### config.mk
export PLATFORM = sky130hd
export DESIGN_NAME = usb_iso_endpoint_double_buffer
export DESIGN_NICKNAME = d
export VERILOG_FILES = /design/src/rtl/iso_dbuf_pkg.sv /design/src/rtl/usb_iso_endpoint_double_buffer.sv
export SDC_FILE = /design/constraint.sdc
export NUM_CORES = 2
export LEC_CHECK = 0
export ABC_AREA = 0
export BUFFER_PORTS_ARGS = -buffer_cell sky130_fd_sc_hd__buf_2
export CORE_ASPECT_RATIO = 0.5
export CORE_MARGIN = 2
export CORE_UTILIZATION = 55
export DETAILED_ROUTE_END_ITERATION = 10
export GPL_TIMING_DRIVEN = 0
export HOLD_SLACK_MARGIN = 0.12
export PLACE_DENSITY = 0.71
export SETUP_SLACK_MARGIN = 0.5
export SYNTH_ARGS = -nofsm -noshare
export SYNTH_HDL_FRONTEND = slang
export SYNTH_SLANG_ARGS = --single-unit
### constraint.sdc
create_clock -name mclk -period 11.1 [get_ports mclk]
set_input_delay 0 -clock mclk [delete_from_list [all_inputs] [get_ports mclk]]
set_output_delay 0 -clock mclk [all_outputs]
set_load 0.02 [all_outputs]
### src/rtl/iso_dbuf_pkg.sv
// Constants shared by the isochronous double-buffer endpoint logic.
// Assumes one endpoint per instance and byte-wide packet data.
package iso_dbuf_pkg;

    // ------------------------------------------------------------
    // Packet memory geometry
    // ------------------------------------------------------------
    localparam int unsigned PKT_DEPTH = 64;              // Bytes per packet buffer
    localparam int unsigned PTR_W     = 6;               // Index within one buffer
    localparam int unsigned CNT_W     = 7;               // Fill count, 0 to PKT_DEPTH
    localparam int unsigned RAM_AW    = 7;               // Buffer select plus index
    localparam int unsigned DATA_W    = 8;
    localparam logic [6:0]  CNT_FULL  = 7'h40;           // Count of a full buffer
    localparam logic [6:0]  CNT_ZERO  = 7'h00;
    localparam logic [6:0]  CNT_ONE   = 7'h01;
    localparam logic [5:0]  PTR_ZERO  = 6'h00;
    localparam logic [7:0]  DATA_ZERO = 8'h00;

    // ------------------------------------------------------------
    // Reset values
    // ------------------------------------------------------------
    localparam logic        ACT_RST   = 1'b0;            // Buffer 0 starts active

    // ------------------------------------------------------------
    // Transmit sequencer states
    // ------------------------------------------------------------
    typedef enum logic [1:0] {
        TX_IDLE = 2'b00,
        TX_DATA = 2'b01,
        TX_ZLP  = 2'b10
    } tx_state_t;

endpackage

### src/rtl/usb_iso_endpoint_double_buffer.sv
// Ping-pong buffer control for one isochronous endpoint of a device controller.
// Assumes frame_event, the processor side and the serial engine side all run on mclk,
// and that ep_dir_in is changed only while the endpoint is idle.
//
// Contract
// - Each frame event swaps the roles of the two packet buffers.
// - Commit and release commands never change the active buffer selection.
// - Bus traffic uses the inactive buffer while software uses the active one.
// - Unread OUT data in the active buffer is discarded at the swap.
// - Uncommitted IN active buffer is sent as zero-length packet after swap.
// - Stale uncommitted IN contents are dropped and overwritten when active again.
// - Both buffers of the pair are reserved in packet memory automatically.
// - Processor accesses are routed only to the active buffer.
`timescale 1ns/1ps
module usb_iso_endpoint_double_buffer (
    input  wire logic       mclk,
    input  wire logic       rst,
    input  wire logic       clk_en,
    input  wire logic       ep_dir_in,
    input  wire logic       frame_event,
    input  wire logic       cpu_wr_valid,
    input  wire logic [7:0] cpu_wr_data,
    output logic            cpu_wr_ready,
    input  wire logic       cpu_commit,
    input  wire logic       cpu_release,
    input  wire logic       cpu_rd_req,
    output logic            cpu_rd_valid,
    output logic [7:0]      cpu_rd_data,
    output logic            cpu_rd_avail,
    output logic            active_sel,
    input  wire logic       se_rx_valid,
    input  wire logic [7:0] se_rx_data,
    output logic            se_tx_valid,
    output logic [7:0]      se_tx_data,
    output logic            se_tx_last,
    output logic            se_tx_zlp,
    input  wire logic       se_tx_ready
);

    // ------------------------------------------------------------
    // State
    // ------------------------------------------------------------
    logic [7:0]                  endpoint_packet_ram [0:2*iso_dbuf_pkg::PKT_DEPTH-1];
    logic [6:0]                  cnt [0:1];
    logic [6:0]                  next_cnt [0:1];
    logic                        committed [0:1];
    logic                        next_committed [0:1];
    logic                        next_active_sel;
    logic [6:0]                  rd_ptr, next_rd_ptr;     // Read count, one bit wider than the index
    logic                        next_cpu_wr_ready, next_cpu_rd_valid, next_cpu_rd_avail;
    logic [7:0]                  next_cpu_rd_data;
    logic                        ram_we;
    logic [6:0]                  ram_waddr;
    logic [7:0]                  ram_wdata;
    logic                        cpu_wr_take, cpu_rd_take, rx_take;
    iso_dbuf_pkg::tx_state_t     tx_state, next_tx_state;
    logic [6:0]                  tx_len, next_tx_len;
    logic [5:0]                  tx_ptr, next_tx_ptr;
    logic                        push, push_last, push_zlp;
    logic [7:0]                  push_data;
    logic                        skid_valid, skid_last, skid_zlp;
    logic [7:0]                  skid_data, next_skid_data;
    logic                        next_skid_valid, next_skid_last, next_skid_zlp;
    logic                        next_se_tx_valid, next_se_tx_last, next_se_tx_zlp;
    logic [7:0]                  next_se_tx_data;

    // ------------------------------------------------------------
    // Access qualification
    // ------------------------------------------------------------
    // Processor writes land in the active buffer of an IN endpoint only
    assign cpu_wr_take = cpu_wr_valid & cpu_wr_ready;
    // Reads only from the active buffer of an OUT endpoint, below its fill count
    assign cpu_rd_take = cpu_rd_req & ~ep_dir_in & (rd_ptr < cnt[active_sel]);
    // Received bytes beyond a full buffer are dropped; isochronous traffic cannot be refused
    assign rx_take     = se_rx_valid & ~ep_dir_in & (cnt[~active_sel] != iso_dbuf_pkg::CNT_FULL);

    // ------------------------------------------------------------
    // Packet memory write port
    // ------------------------------------------------------------
    // fixed halves
    // Each buffer owns a fixed half selected by the top address bit, so no allocation step exists
    always_comb begin
        ram_we    = 1'b0;
        ram_waddr = {active_sel, rd_ptr[5:0]};
        ram_wdata = iso_dbuf_pkg::DATA_ZERO;
        if (cpu_wr_take) begin
            ram_we    = 1'b1;
            ram_waddr = {active_sel, cnt[active_sel][5:0]};
            ram_wdata = cpu_wr_data;
        end else if (rx_take) begin
            ram_we    = 1'b1;
            ram_waddr = {~active_sel, cnt[~active_sel][5:0]};
            ram_wdata = se_rx_data;
        end
    end

    // Memory array, no reset needed as counts gate every read
    always_ff @(posedge mclk) begin
        if (clk_en && ram_we) begin
            endpoint_packet_ram[ram_waddr] <= ram_wdata;
        end
    end

    // ------------------------------------------------------------
    // Buffer roles, fill counts and commit flags
    // ------------------------------------------------------------
    always_comb begin
        next_active_sel = active_sel;
        next_rd_ptr     = rd_ptr;
        if (frame_event) begin
            next_active_sel = ~active_sel;
            next_rd_ptr     = iso_dbuf_pkg::CNT_ZERO;
        end else if (cpu_rd_take) begin
            next_rd_ptr = rd_ptr + iso_dbuf_pkg::CNT_ONE;
        end
        // commands keep selection
        // Commit and release only touch counts and flags below, never next_active_sel
        for (int b = 0; b < 2; b++) begin
            next_cnt[b]       = cnt[b];
            next_committed[b] = committed[b];
            if (frame_event) begin
                next_committed[b] = 1'b0;
                if (b == int'(active_sel)) begin
                    if (!ep_dir_in || !committed[b]) begin
                        next_cnt[b] = iso_dbuf_pkg::CNT_ZERO;
                    end
                end else if (ep_dir_in) begin
                    next_cnt[b] = iso_dbuf_pkg::CNT_ZERO;
                end
            end else if (b == int'(active_sel)) begin
                if (cpu_wr_take) begin
                    next_cnt[b] = cnt[b] + iso_dbuf_pkg::CNT_ONE;
                end
                if (cpu_commit && ep_dir_in) begin
                    next_committed[b] = 1'b1;
                end
                if (cpu_release && !ep_dir_in) begin
                    next_cnt[b] = iso_dbuf_pkg::CNT_ZERO;
                end
            end else if (rx_take) begin
                next_cnt[b] = cnt[b] + iso_dbuf_pkg::CNT_ONE;
            end
        end
        // Handshake outputs are precomputed from next state so they leave straight from flops
        next_cpu_wr_ready = ep_dir_in & ~next_committed[next_active_sel]
                            & (next_cnt[next_active_sel] != iso_dbuf_pkg::CNT_FULL);
        // The wide read count tells a drained full buffer from a fresh one, so no read wraps around
        next_cpu_rd_avail = ~ep_dir_in & (next_rd_ptr < next_cnt[next_active_sel]);
        next_cpu_rd_valid = cpu_rd_take;
        next_cpu_rd_data  = cpu_rd_take ? endpoint_packet_ram[{active_sel, rd_ptr[5:0]}] : cpu_rd_data;
    end

    always_ff @(posedge mclk) begin
        if (rst) begin
            active_sel   <= iso_dbuf_pkg::ACT_RST;
            rd_ptr       <= iso_dbuf_pkg::CNT_ZERO;
            cnt[0]       <= iso_dbuf_pkg::CNT_ZERO;
            cnt[1]       <= iso_dbuf_pkg::CNT_ZERO;
            committed[0] <= 1'b0;
            committed[1] <= 1'b0;
            cpu_wr_ready <= 1'b0;
            cpu_rd_valid <= 1'b0;
            cpu_rd_data  <= iso_dbuf_pkg::DATA_ZERO;
            cpu_rd_avail <= 1'b0;
        end else if (clk_en) begin
            active_sel   <= next_active_sel;
            rd_ptr       <= next_rd_ptr;
            cnt[0]       <= next_cnt[0];
            cnt[1]       <= next_cnt[1];
            committed[0] <= next_committed[0];
            committed[1] <= next_committed[1];
            cpu_wr_ready <= next_cpu_wr_ready;
            cpu_rd_valid <= next_cpu_rd_valid;
            cpu_rd_data  <= next_cpu_rd_data;
            cpu_rd_avail <= next_cpu_rd_avail;
        end
    end

    // ------------------------------------------------------------
    // Transmit sequencer for the bus-side IN buffer
    // ------------------------------------------------------------
    // A new frame restarts the sequencer; bytes already in the skid buffer still go out
    always_comb begin
        next_tx_state = tx_state;
        next_tx_len   = tx_len;
        next_tx_ptr   = tx_ptr;
        push          = 1'b0;
        push_data     = endpoint_packet_ram[{~active_sel, tx_ptr}];
        push_last     = (tx_ptr == 6'(tx_len - iso_dbuf_pkg::CNT_ONE));
        push_zlp      = 1'b0;
        if (frame_event && ep_dir_in) begin
            next_tx_len   = committed[active_sel] ? cnt[active_sel] : iso_dbuf_pkg::CNT_ZERO;
            next_tx_ptr   = iso_dbuf_pkg::PTR_ZERO;
            next_tx_state = committed[active_sel] && cnt[active_sel] != iso_dbuf_pkg::CNT_ZERO
                            ? iso_dbuf_pkg::TX_DATA : iso_dbuf_pkg::TX_ZLP;
        end else begin
            unique case (tx_state)
                iso_dbuf_pkg::TX_IDLE: next_tx_state = iso_dbuf_pkg::TX_IDLE;
                iso_dbuf_pkg::TX_DATA: begin
                    if (!skid_valid) begin
                        push        = 1'b1;
                        next_tx_ptr = tx_ptr + 6'h01;
                        if (push_last) begin
                            next_tx_state = iso_dbuf_pkg::TX_IDLE;
                        end
                    end
                end
                iso_dbuf_pkg::TX_ZLP: begin
                    if (!skid_valid) begin
                        push          = 1'b1;
                        push_last     = 1'b1;
                        push_zlp      = 1'b1;
                        push_data     = iso_dbuf_pkg::DATA_ZERO;
                        next_tx_state = iso_dbuf_pkg::TX_IDLE;
                    end
                end
                default: next_tx_state = iso_dbuf_pkg::TX_IDLE;
            endcase
        end
    end

    // ------------------------------------------------------------
    // Two-entry skid buffer toward the serial engine
    // ------------------------------------------------------------
    // The second entry catches a byte when the engine stalls, and its fullness stalls the sequencer
    always_comb begin
        next_se_tx_valid = se_tx_valid;
        next_se_tx_data  = se_tx_data;
        next_se_tx_last  = se_tx_last;
        next_se_tx_zlp   = se_tx_zlp;
        next_skid_valid  = skid_valid;
        next_skid_data   = skid_data;
        next_skid_last   = skid_last;
        next_skid_zlp    = skid_zlp;
        if (!se_tx_valid || se_tx_ready) begin
            if (skid_valid) begin
                next_se_tx_valid = 1'b1;
                next_se_tx_data  = skid_data;
                next_se_tx_last  = skid_last;
                next_se_tx_zlp   = skid_zlp;
                next_skid_valid  = 1'b0;
            end else begin
                next_se_tx_valid = push;
                next_se_tx_data  = push_data;
                next_se_tx_last  = push_last;
                next_se_tx_zlp   = push_zlp;
            end
        end else if (push) begin
            next_skid_valid = 1'b1;
            next_skid_data  = push_data;
            next_skid_last  = push_last;
            next_skid_zlp   = push_zlp;
        end
    end

    always_ff @(posedge mclk) begin
        if (rst) begin
            tx_state    <= iso_dbuf_pkg::TX_IDLE;
            tx_len      <= iso_dbuf_pkg::CNT_ZERO;
            tx_ptr      <= iso_dbuf_pkg::PTR_ZERO;
            se_tx_valid <= 1'b0;
            se_tx_data  <= iso_dbuf_pkg::DATA_ZERO;
            se_tx_last  <= 1'b0;
            se_tx_zlp   <= 1'b0;
            skid_valid  <= 1'b0;
            skid_data   <= iso_dbuf_pkg::DATA_ZERO;
            skid_last   <= 1'b0;
            skid_zlp    <= 1'b0;
        end else if (clk_en) begin
            tx_state    <= next_tx_state;
            tx_len      <= next_tx_len;
            tx_ptr      <= next_tx_ptr;
            se_tx_valid <= next_se_tx_valid;
            se_tx_data  <= next_se_tx_data;
            se_tx_last  <= next_se_tx_last;
            se_tx_zlp   <= next_se_tx_zlp;
            skid_valid  <= next_skid_valid;
            skid_data   <= next_skid_data;
            skid_last   <= next_skid_last;
            skid_zlp    <= next_skid_zlp;
        end
    end

endmodule

* Word level (Yosys, flattened, before mapping)
Memory sizes are Yosys's and may differ from the RTL's. A register that Yosys moved wholly into a read port is not among the register bits. Index checks and enable logic that the tools add are counted.
Word-level totals: output and inout bits 23, register bits after elaboration 47, bits of input ports 27, memories kept 3, bits in writable memories 1040
Memories:
- endpoint_packet_ram | words 128, bits a word 8, rd ports 2, clocked after Yosys merged registers in 1, write ports 1, line usb_iso_endpoint_double_buffer.sv:43 | logic [7:0] endpoint_packet_ram [0:2*iso_dbuf_pkg::PKT_DEPTH-1];
- cnt | words 2, bits a word 7, rd ports 4, clocked after Yosys merged registers in 1, write ports 2, line usb_iso_endpoint_double_buffer.sv:44 | logic [6:0] cnt [0:1];
- committed | words 2, bits a word 1, rd ports 3, clocked after Yosys merged registers in 1, write ports 2, line usb_iso_endpoint_double_buffer.sv:46 | logic committed [0:1];
Operators by class: reductions and logical operators 23, bitwise operators 17, add/sub/neg operators 5, order comparisons 3, equal/unequal tests 9, multiplexer cells 79
Operators by type and width (count):
- 7-bit 2-to-1 mux | 25
- 8-bit 2-to-1 mux | 6
- 1-bit 2-to-1 mux | 38
- 6-bit 2-to-1 mux | 4
- 7-bit by 1-bit adder with 7-bit output (second input constant) | 3
- 7-bit < comparator | 2
- 7-bit inequality test (second input constant) | 2
- 2-bit 2-to-1 mux | 5
- 3-bit inequality test (second input constant) | 3
- 1-bit AND | 8
- 2-bit AND reduction | 4
- 7-bit nonzero test | 1
- 6-bit by 1-bit adder with 6-bit output (second input constant) | 1
- 6-bit equality test | 1
- 3-bit AND reduction | 2
- 6-bit by 1-bit subtractor with 6-bit output (second input constant) | 1
- 1-bit logical AND | 5
- 1-bit zero test | 4
- 1-bit NOT | 4
- 1-bit bitwise OR | 4
- 2-bit case mux with 2 select lines | 1
- 4-bit AND reduction | 1
- 2-bit nonzero test | 2
- 1-bit logical OR | 3
- other kinds (6) | 6

* Depth between registers and ports, before layout
An unclocked memory read counts as a cell.
depth in word-level cells 12, depth in mapped cells 19, mapped depth without buffers 17

* Least setup slack after synthesis
No wires, ideal clock.
path type reg-to-reg, start point register active_sel, end point memory endpoint_packet_ram[0][0] (data pin), buffers on the path 1, path slack 3.385 ns, data required time 9.904 ns, setup time 1.196 ns, data arrival time 6.519 ns, cell stages (with the launch flop) 6, clock period less this slack 7.715 ns, cell sequence dfxtp_1 -> or3b_4 -> o22ai_4 -> nor2_1 -> clkbuf_1 -> o21ai_0
On the way: cells in the longest elaborated chain, start to end 6
RTL lines:
- from (decl) | line usb_iso_endpoint_double_buffer.sv:30 | output logic active_sel,
- from (signal assigned) | line usb_iso_endpoint_double_buffer.sv:155 | active_sel <= iso_dbuf_pkg::ACT_RST;
- from (signal assigned) | line usb_iso_endpoint_double_buffer.sv:166 | active_sel <= next_active_sel;
- 1-bit NOT | line usb_iso_endpoint_double_buffer.sv:75 | assign rx_take = se_rx_valid & ~ep_dir_in & (cnt[~active_sel] != iso_dbuf_pkg::CNT_FULL);
- memory read 2 x 7 bit
- 7-bit inequality test | line usb_iso_endpoint_double_buffer.sv:75
- 1-bit AND | line usb_iso_endpoint_double_buffer.sv:75
- 8-bit 2-to-1 mux | line usb_iso_endpoint_double_buffer.sv:90 | end else if (rx_take) begin
- 8-bit 2-to-1 mux | line usb_iso_endpoint_double_buffer.sv:86 | if (cpu_wr_take) begin
- net ram_wdata[0] | line usb_iso_endpoint_double_buffer.sv:54 | logic [7:0] ram_wdata;
- to (decl) | line usb_iso_endpoint_double_buffer.sv:43
The timed path passes the listed nets, and every way through them passes these cells.

* Worst setup path after layout
start point register tx_ptr[1], end point register se_tx_data[5]
On the way: cells in the longest elaborated chain, start to end 5
RTL lines:
- from (decl) | line usb_iso_endpoint_double_buffer.sv:58 | logic [5:0] tx_ptr, next_tx_ptr;
- from (signal assigned) | line usb_iso_endpoint_double_buffer.sv:260 | tx_ptr <= iso_dbuf_pkg::PTR_ZERO;
- from (signal assigned) | line usb_iso_endpoint_double_buffer.sv:272 | tx_ptr <= next_tx_ptr;
- memory read 128 x 8 bit *
- 8-bit 2-to-1 mux | line usb_iso_endpoint_double_buffer.sv:209 | if (!skid_valid) begin
- 8-bit 2-to-1 mux | line usb_iso_endpoint_double_buffer.sv:197 | unique case (tx_state)
- 8-bit 2-to-1 mux * | line usb_iso_endpoint_double_buffer.sv:191 | if (frame_event && ep_dir_in) begin
- 8-bit 2-to-1 mux * | line usb_iso_endpoint_double_buffer.sv:236 | if (skid_valid) begin
- to (signal assigned) | line usb_iso_endpoint_double_buffer.sv:262 | se_tx_data <= iso_dbuf_pkg::DATA_ZERO;
- to (signal assigned) | line usb_iso_endpoint_double_buffer.sv:274 | se_tx_data <= next_se_tx_data;
- to (decl) | line usb_iso_endpoint_double_buffer.sv:34 | output logic [7:0] se_tx_data,
Every way passes the cells marked *; elsewhere a longest branch is shown, timed or not. A chain may end at the register's enable or synchronous reset.

==> results.py <==
metrics = {
    "run_status": {
        "outcome": "finished, violations left",
        "violations": "capacitance limit, slew limit",
    },
    "min_path": {
        "hp-class": "primary input to register",
    },
    "clock_tree": {
        "cts_root_buffer": "clkbuf_16",
        "clk-insertion-delay-late_ps": 750,
        "cts_buffer_depth": 3,
        "h-tree-depth": 3,
        "tritoncts": "built",
        "clkSlewWorstSetupHoldPaths_ps": 70,
        "numCtsBuffers": 96,
        "cts_resized": 0,
        "cts.sinks": 1096,
    },
    "sta": {
        "fin_crit_ps": 5981,
        "min_period_over_period_pct": 53.88,
        "finalSetupViolations": 0,
        "timing.hold.ws_ps": 150.2,
        "hold_violations": 0,
        "rsz0062_at_grt": "no",
        "max_clock_freq_mhz": 167.2,
        "final-max-slew-violation-count": 2,
        "setup_ws_ps": 5119,
        "tightestPinTransition_ps": 1758,
        "fin_skew_ps": 40.38,
        "tns_ps": 0,
        "relSlewSlack_pct": -17.20,
    },
    "final_layout": {
        "mostFrequentLayoutCells": "edfxtp_1, mux4_2, nor2_1",
        "final_common_cell": "edfxtp_1",
        "fin_area_sq_um": 58450,
        "multi_input_area_sq_um": 19180,
        "nFillCells": 6822,
        "final_nets": 3468,
        "seqCellArea_sq_um": 32350,
        "drive_gt1_share_pct": 25.72,
        "area_growth_pct": 11.07,
        "final_cells": 4774,
    },
    "detailed_routing": {
        "wl_per_cell_um": 41.14,
        "vias": 36510,
        "avgViaCountPerCell": 7.649,
        "drtPass1Iterations": 9,
        "drt_iter0_drc": 7394,
        "drc_errors": 0,
        "routed_wl_um": 196400,
        "antenna_left": 0,
    },
    "critical_path": {
        "crit_slowest_cell": "nor4_1",
        "end_kind": "register",
        "criticalPathCategory": "register to register",
        "crit_path_max_fanout": 10,
        "cp-start-kind": "register",
        "cp.required_ps": 11710,
        "max_stage_delay_ps": 830,
        "crit_path_frequent_cell": "buf_2",
        "crit_arrival_ps": 6590,
        "path_cells": "clkbuf_1 > buf_4 > buf_2 > buf_4 > buf_2 > buf_2 > mux2_2 > o21ai_0 > nor3_1 > nor4_1 > nand2_1 > nand3_1 > a21oi_1",
    },
    "global_route": {
        "antenna_found_initial": 17,
        "grt_max_degree": 43,
        "overflow": 0,
        "use_met1_pct": 52.32,
        "grt_pass1_wl_um": 268300,
        "met2_usage_pct": 53.94,
        "gr-usage-met3_pct": 23.17,
        "busiest_layer": "met2",
        "grt_pass1_vias": 34840,
        "grt_usage_pct": 39.91,
    },
    "job": {
        "cap_violations": 1,
    },
    "pwr": {
        "power_density_nw_per_um2": 146.2,
        "p_leak_nw": 18.19,
        "max-vdd-ir-drop_v": 0.0001170,
    },
    "floorplanning": {
        "coreArea_sq_um": 95090,
        "dieArea_sq_um": 98330,
        "dieHeight_um": 222.7,
        "die_w_um": 441.5,
        "initial_utilization_pct": 55.35,
        "io_pins": 50,
        "fp-row-count": 80,
    },
    "logic_synthesis": {
        "synth_warnings": 0,
        "syn_area_per_cell_sq_um": 16.34,
        "seq_area_frac_synth_pct": 61.47,
        "synth_edf_count": 1040,
        "ys_async_sr_fraction_pct": 0,
        "syn_inst": 3221,
        "synthesis.nets": 3267,
        "syn_area_sq_um": 52630,
        "ys.flop_type": "edfxtp_1",
        "synth.distinct_cells": 81,
        "synth_seq_cells": 1096,
    },
    "placement": {
        "place.gp.congestion": 1.089,
        "place_inst": 4568,
        "dpl-instance-area_sq_um": 55160,
        "dp_hpwl_um": 142200,
        "pre_cts_ws_ps": 5336,
        "port_buffers": 46,
    },
}
layer usage:
metal  vias to the layer above  wire length, um
li1                      13840                -
met1                     18580            66870
met2                      3465            80320
met3                       610            38490
met4                        19             9993
met5                         -              737
final cells by class:
class                      instances  area share, %
antenna                            4        0.01712
clock inverter                    47         0.6507
clock buffer                     128          4.493
timing repair buffer             103          1.815
buffer                           260          2.003
tap                             1271          2.721
inverter                          22         0.1413
multi-input combinational       1843          32.82
sequential                      1096          55.34
sequential cells by signal (all words and copies together), names as in the netlist, named ones only:
register,count
endpoint_packet_ram,1024
cpu_rd_valid,1
committed,2
tx_state,2
se_tx_zlp,1
skid_valid,1
cnt,14
se_tx_valid,1
se_tx_last,1
skid_data,8
cpu_rd_avail,1
cpu_wr_ready,1
rd_ptr,7
skid_last,1
se_tx_data,8
tx_len,6
cpu_rd_data,8
tx_ptr,6
skid_zlp,1
active_sel,1
power by group:
group          internal, mW  switching, mW
logic                 0.173          0.409
clock network          1.76           1.60
registers              4.59         0.0110
synth_stat cells (49+ instances only):
master | n | area [sq um]
a21oi_1 | 94 | 470.5
a221oi_1 | 67 | 586.8
a22o_1 | 65 | 569.3
buf_2 | 68 | 340.3
clkbuf_1 | 134 | 503.0
dfxtp_1 | 56 | 1121
edfxtp_1 | 1040 | 31230
mux2_2 | 128 | 1441
mux4_2 | 426 | 9594
nand2_1 | 140 | 525.5
nand3_1 | 49 | 245.2
nor2_1 | 191 | 716.9
nor2b_1 | 52 | 325.3
o21ai_0 | 91 | 455.4
o22ai_1 | 114 | 713.2
path summary, 6_finish.rpt:
kind,startpoint,endpoint,slack [ps],depth (start not counted)
setup reg to reg,tx_ptr[1],se_tx_data[5],5120,13
hold reg to reg,skid_last,skid_last,460,2
setup / recovery,tx_ptr[1],se_tx_data[5],5120,13
hold / removal,cpu_release,cnt[1][5],150,5
worst max-delay path: cells and delay by family (launching register included):
kind,cells,cell delay [ps]
buffers and inverters,6,2790
flip-flops,1,500
AO/OA/AOI/OAI,2,300
multiplexers,1,400
AND/OR/NAND/NOR,4,1810
cell families after synthesis:
logic type	Yosys count	share of synthesized area, %
flip-flops	1096	61.47
adder cells (fa/ha/maj)	19	0.4517
XOR/XNOR	24	0.3994
AND/OR/NAND/NOR	601	5.594
multiplexers	592	21.69
buffers and inverters	282	2.368
AO/OA/AOI/OAI	607	8.026
per-stage QoR:
step | total power [mW] | utilization [%]
after global placement | 5.265 | 57.26
final | 8.547 | 61.47
after global routing | 8.670 | 61.46
after CTS | 8.472 | 61.45
after floorplan | 5.019 | -
after detailed placement | 5.233 | 58.00
what timing repair did:
item / in CTS / in global routing
endpoints found under the hold margin: 463 / 0
buffers inserted: 0 / 0
hold buffers: 27 / 0
Power figures use the tool's default switching activity.
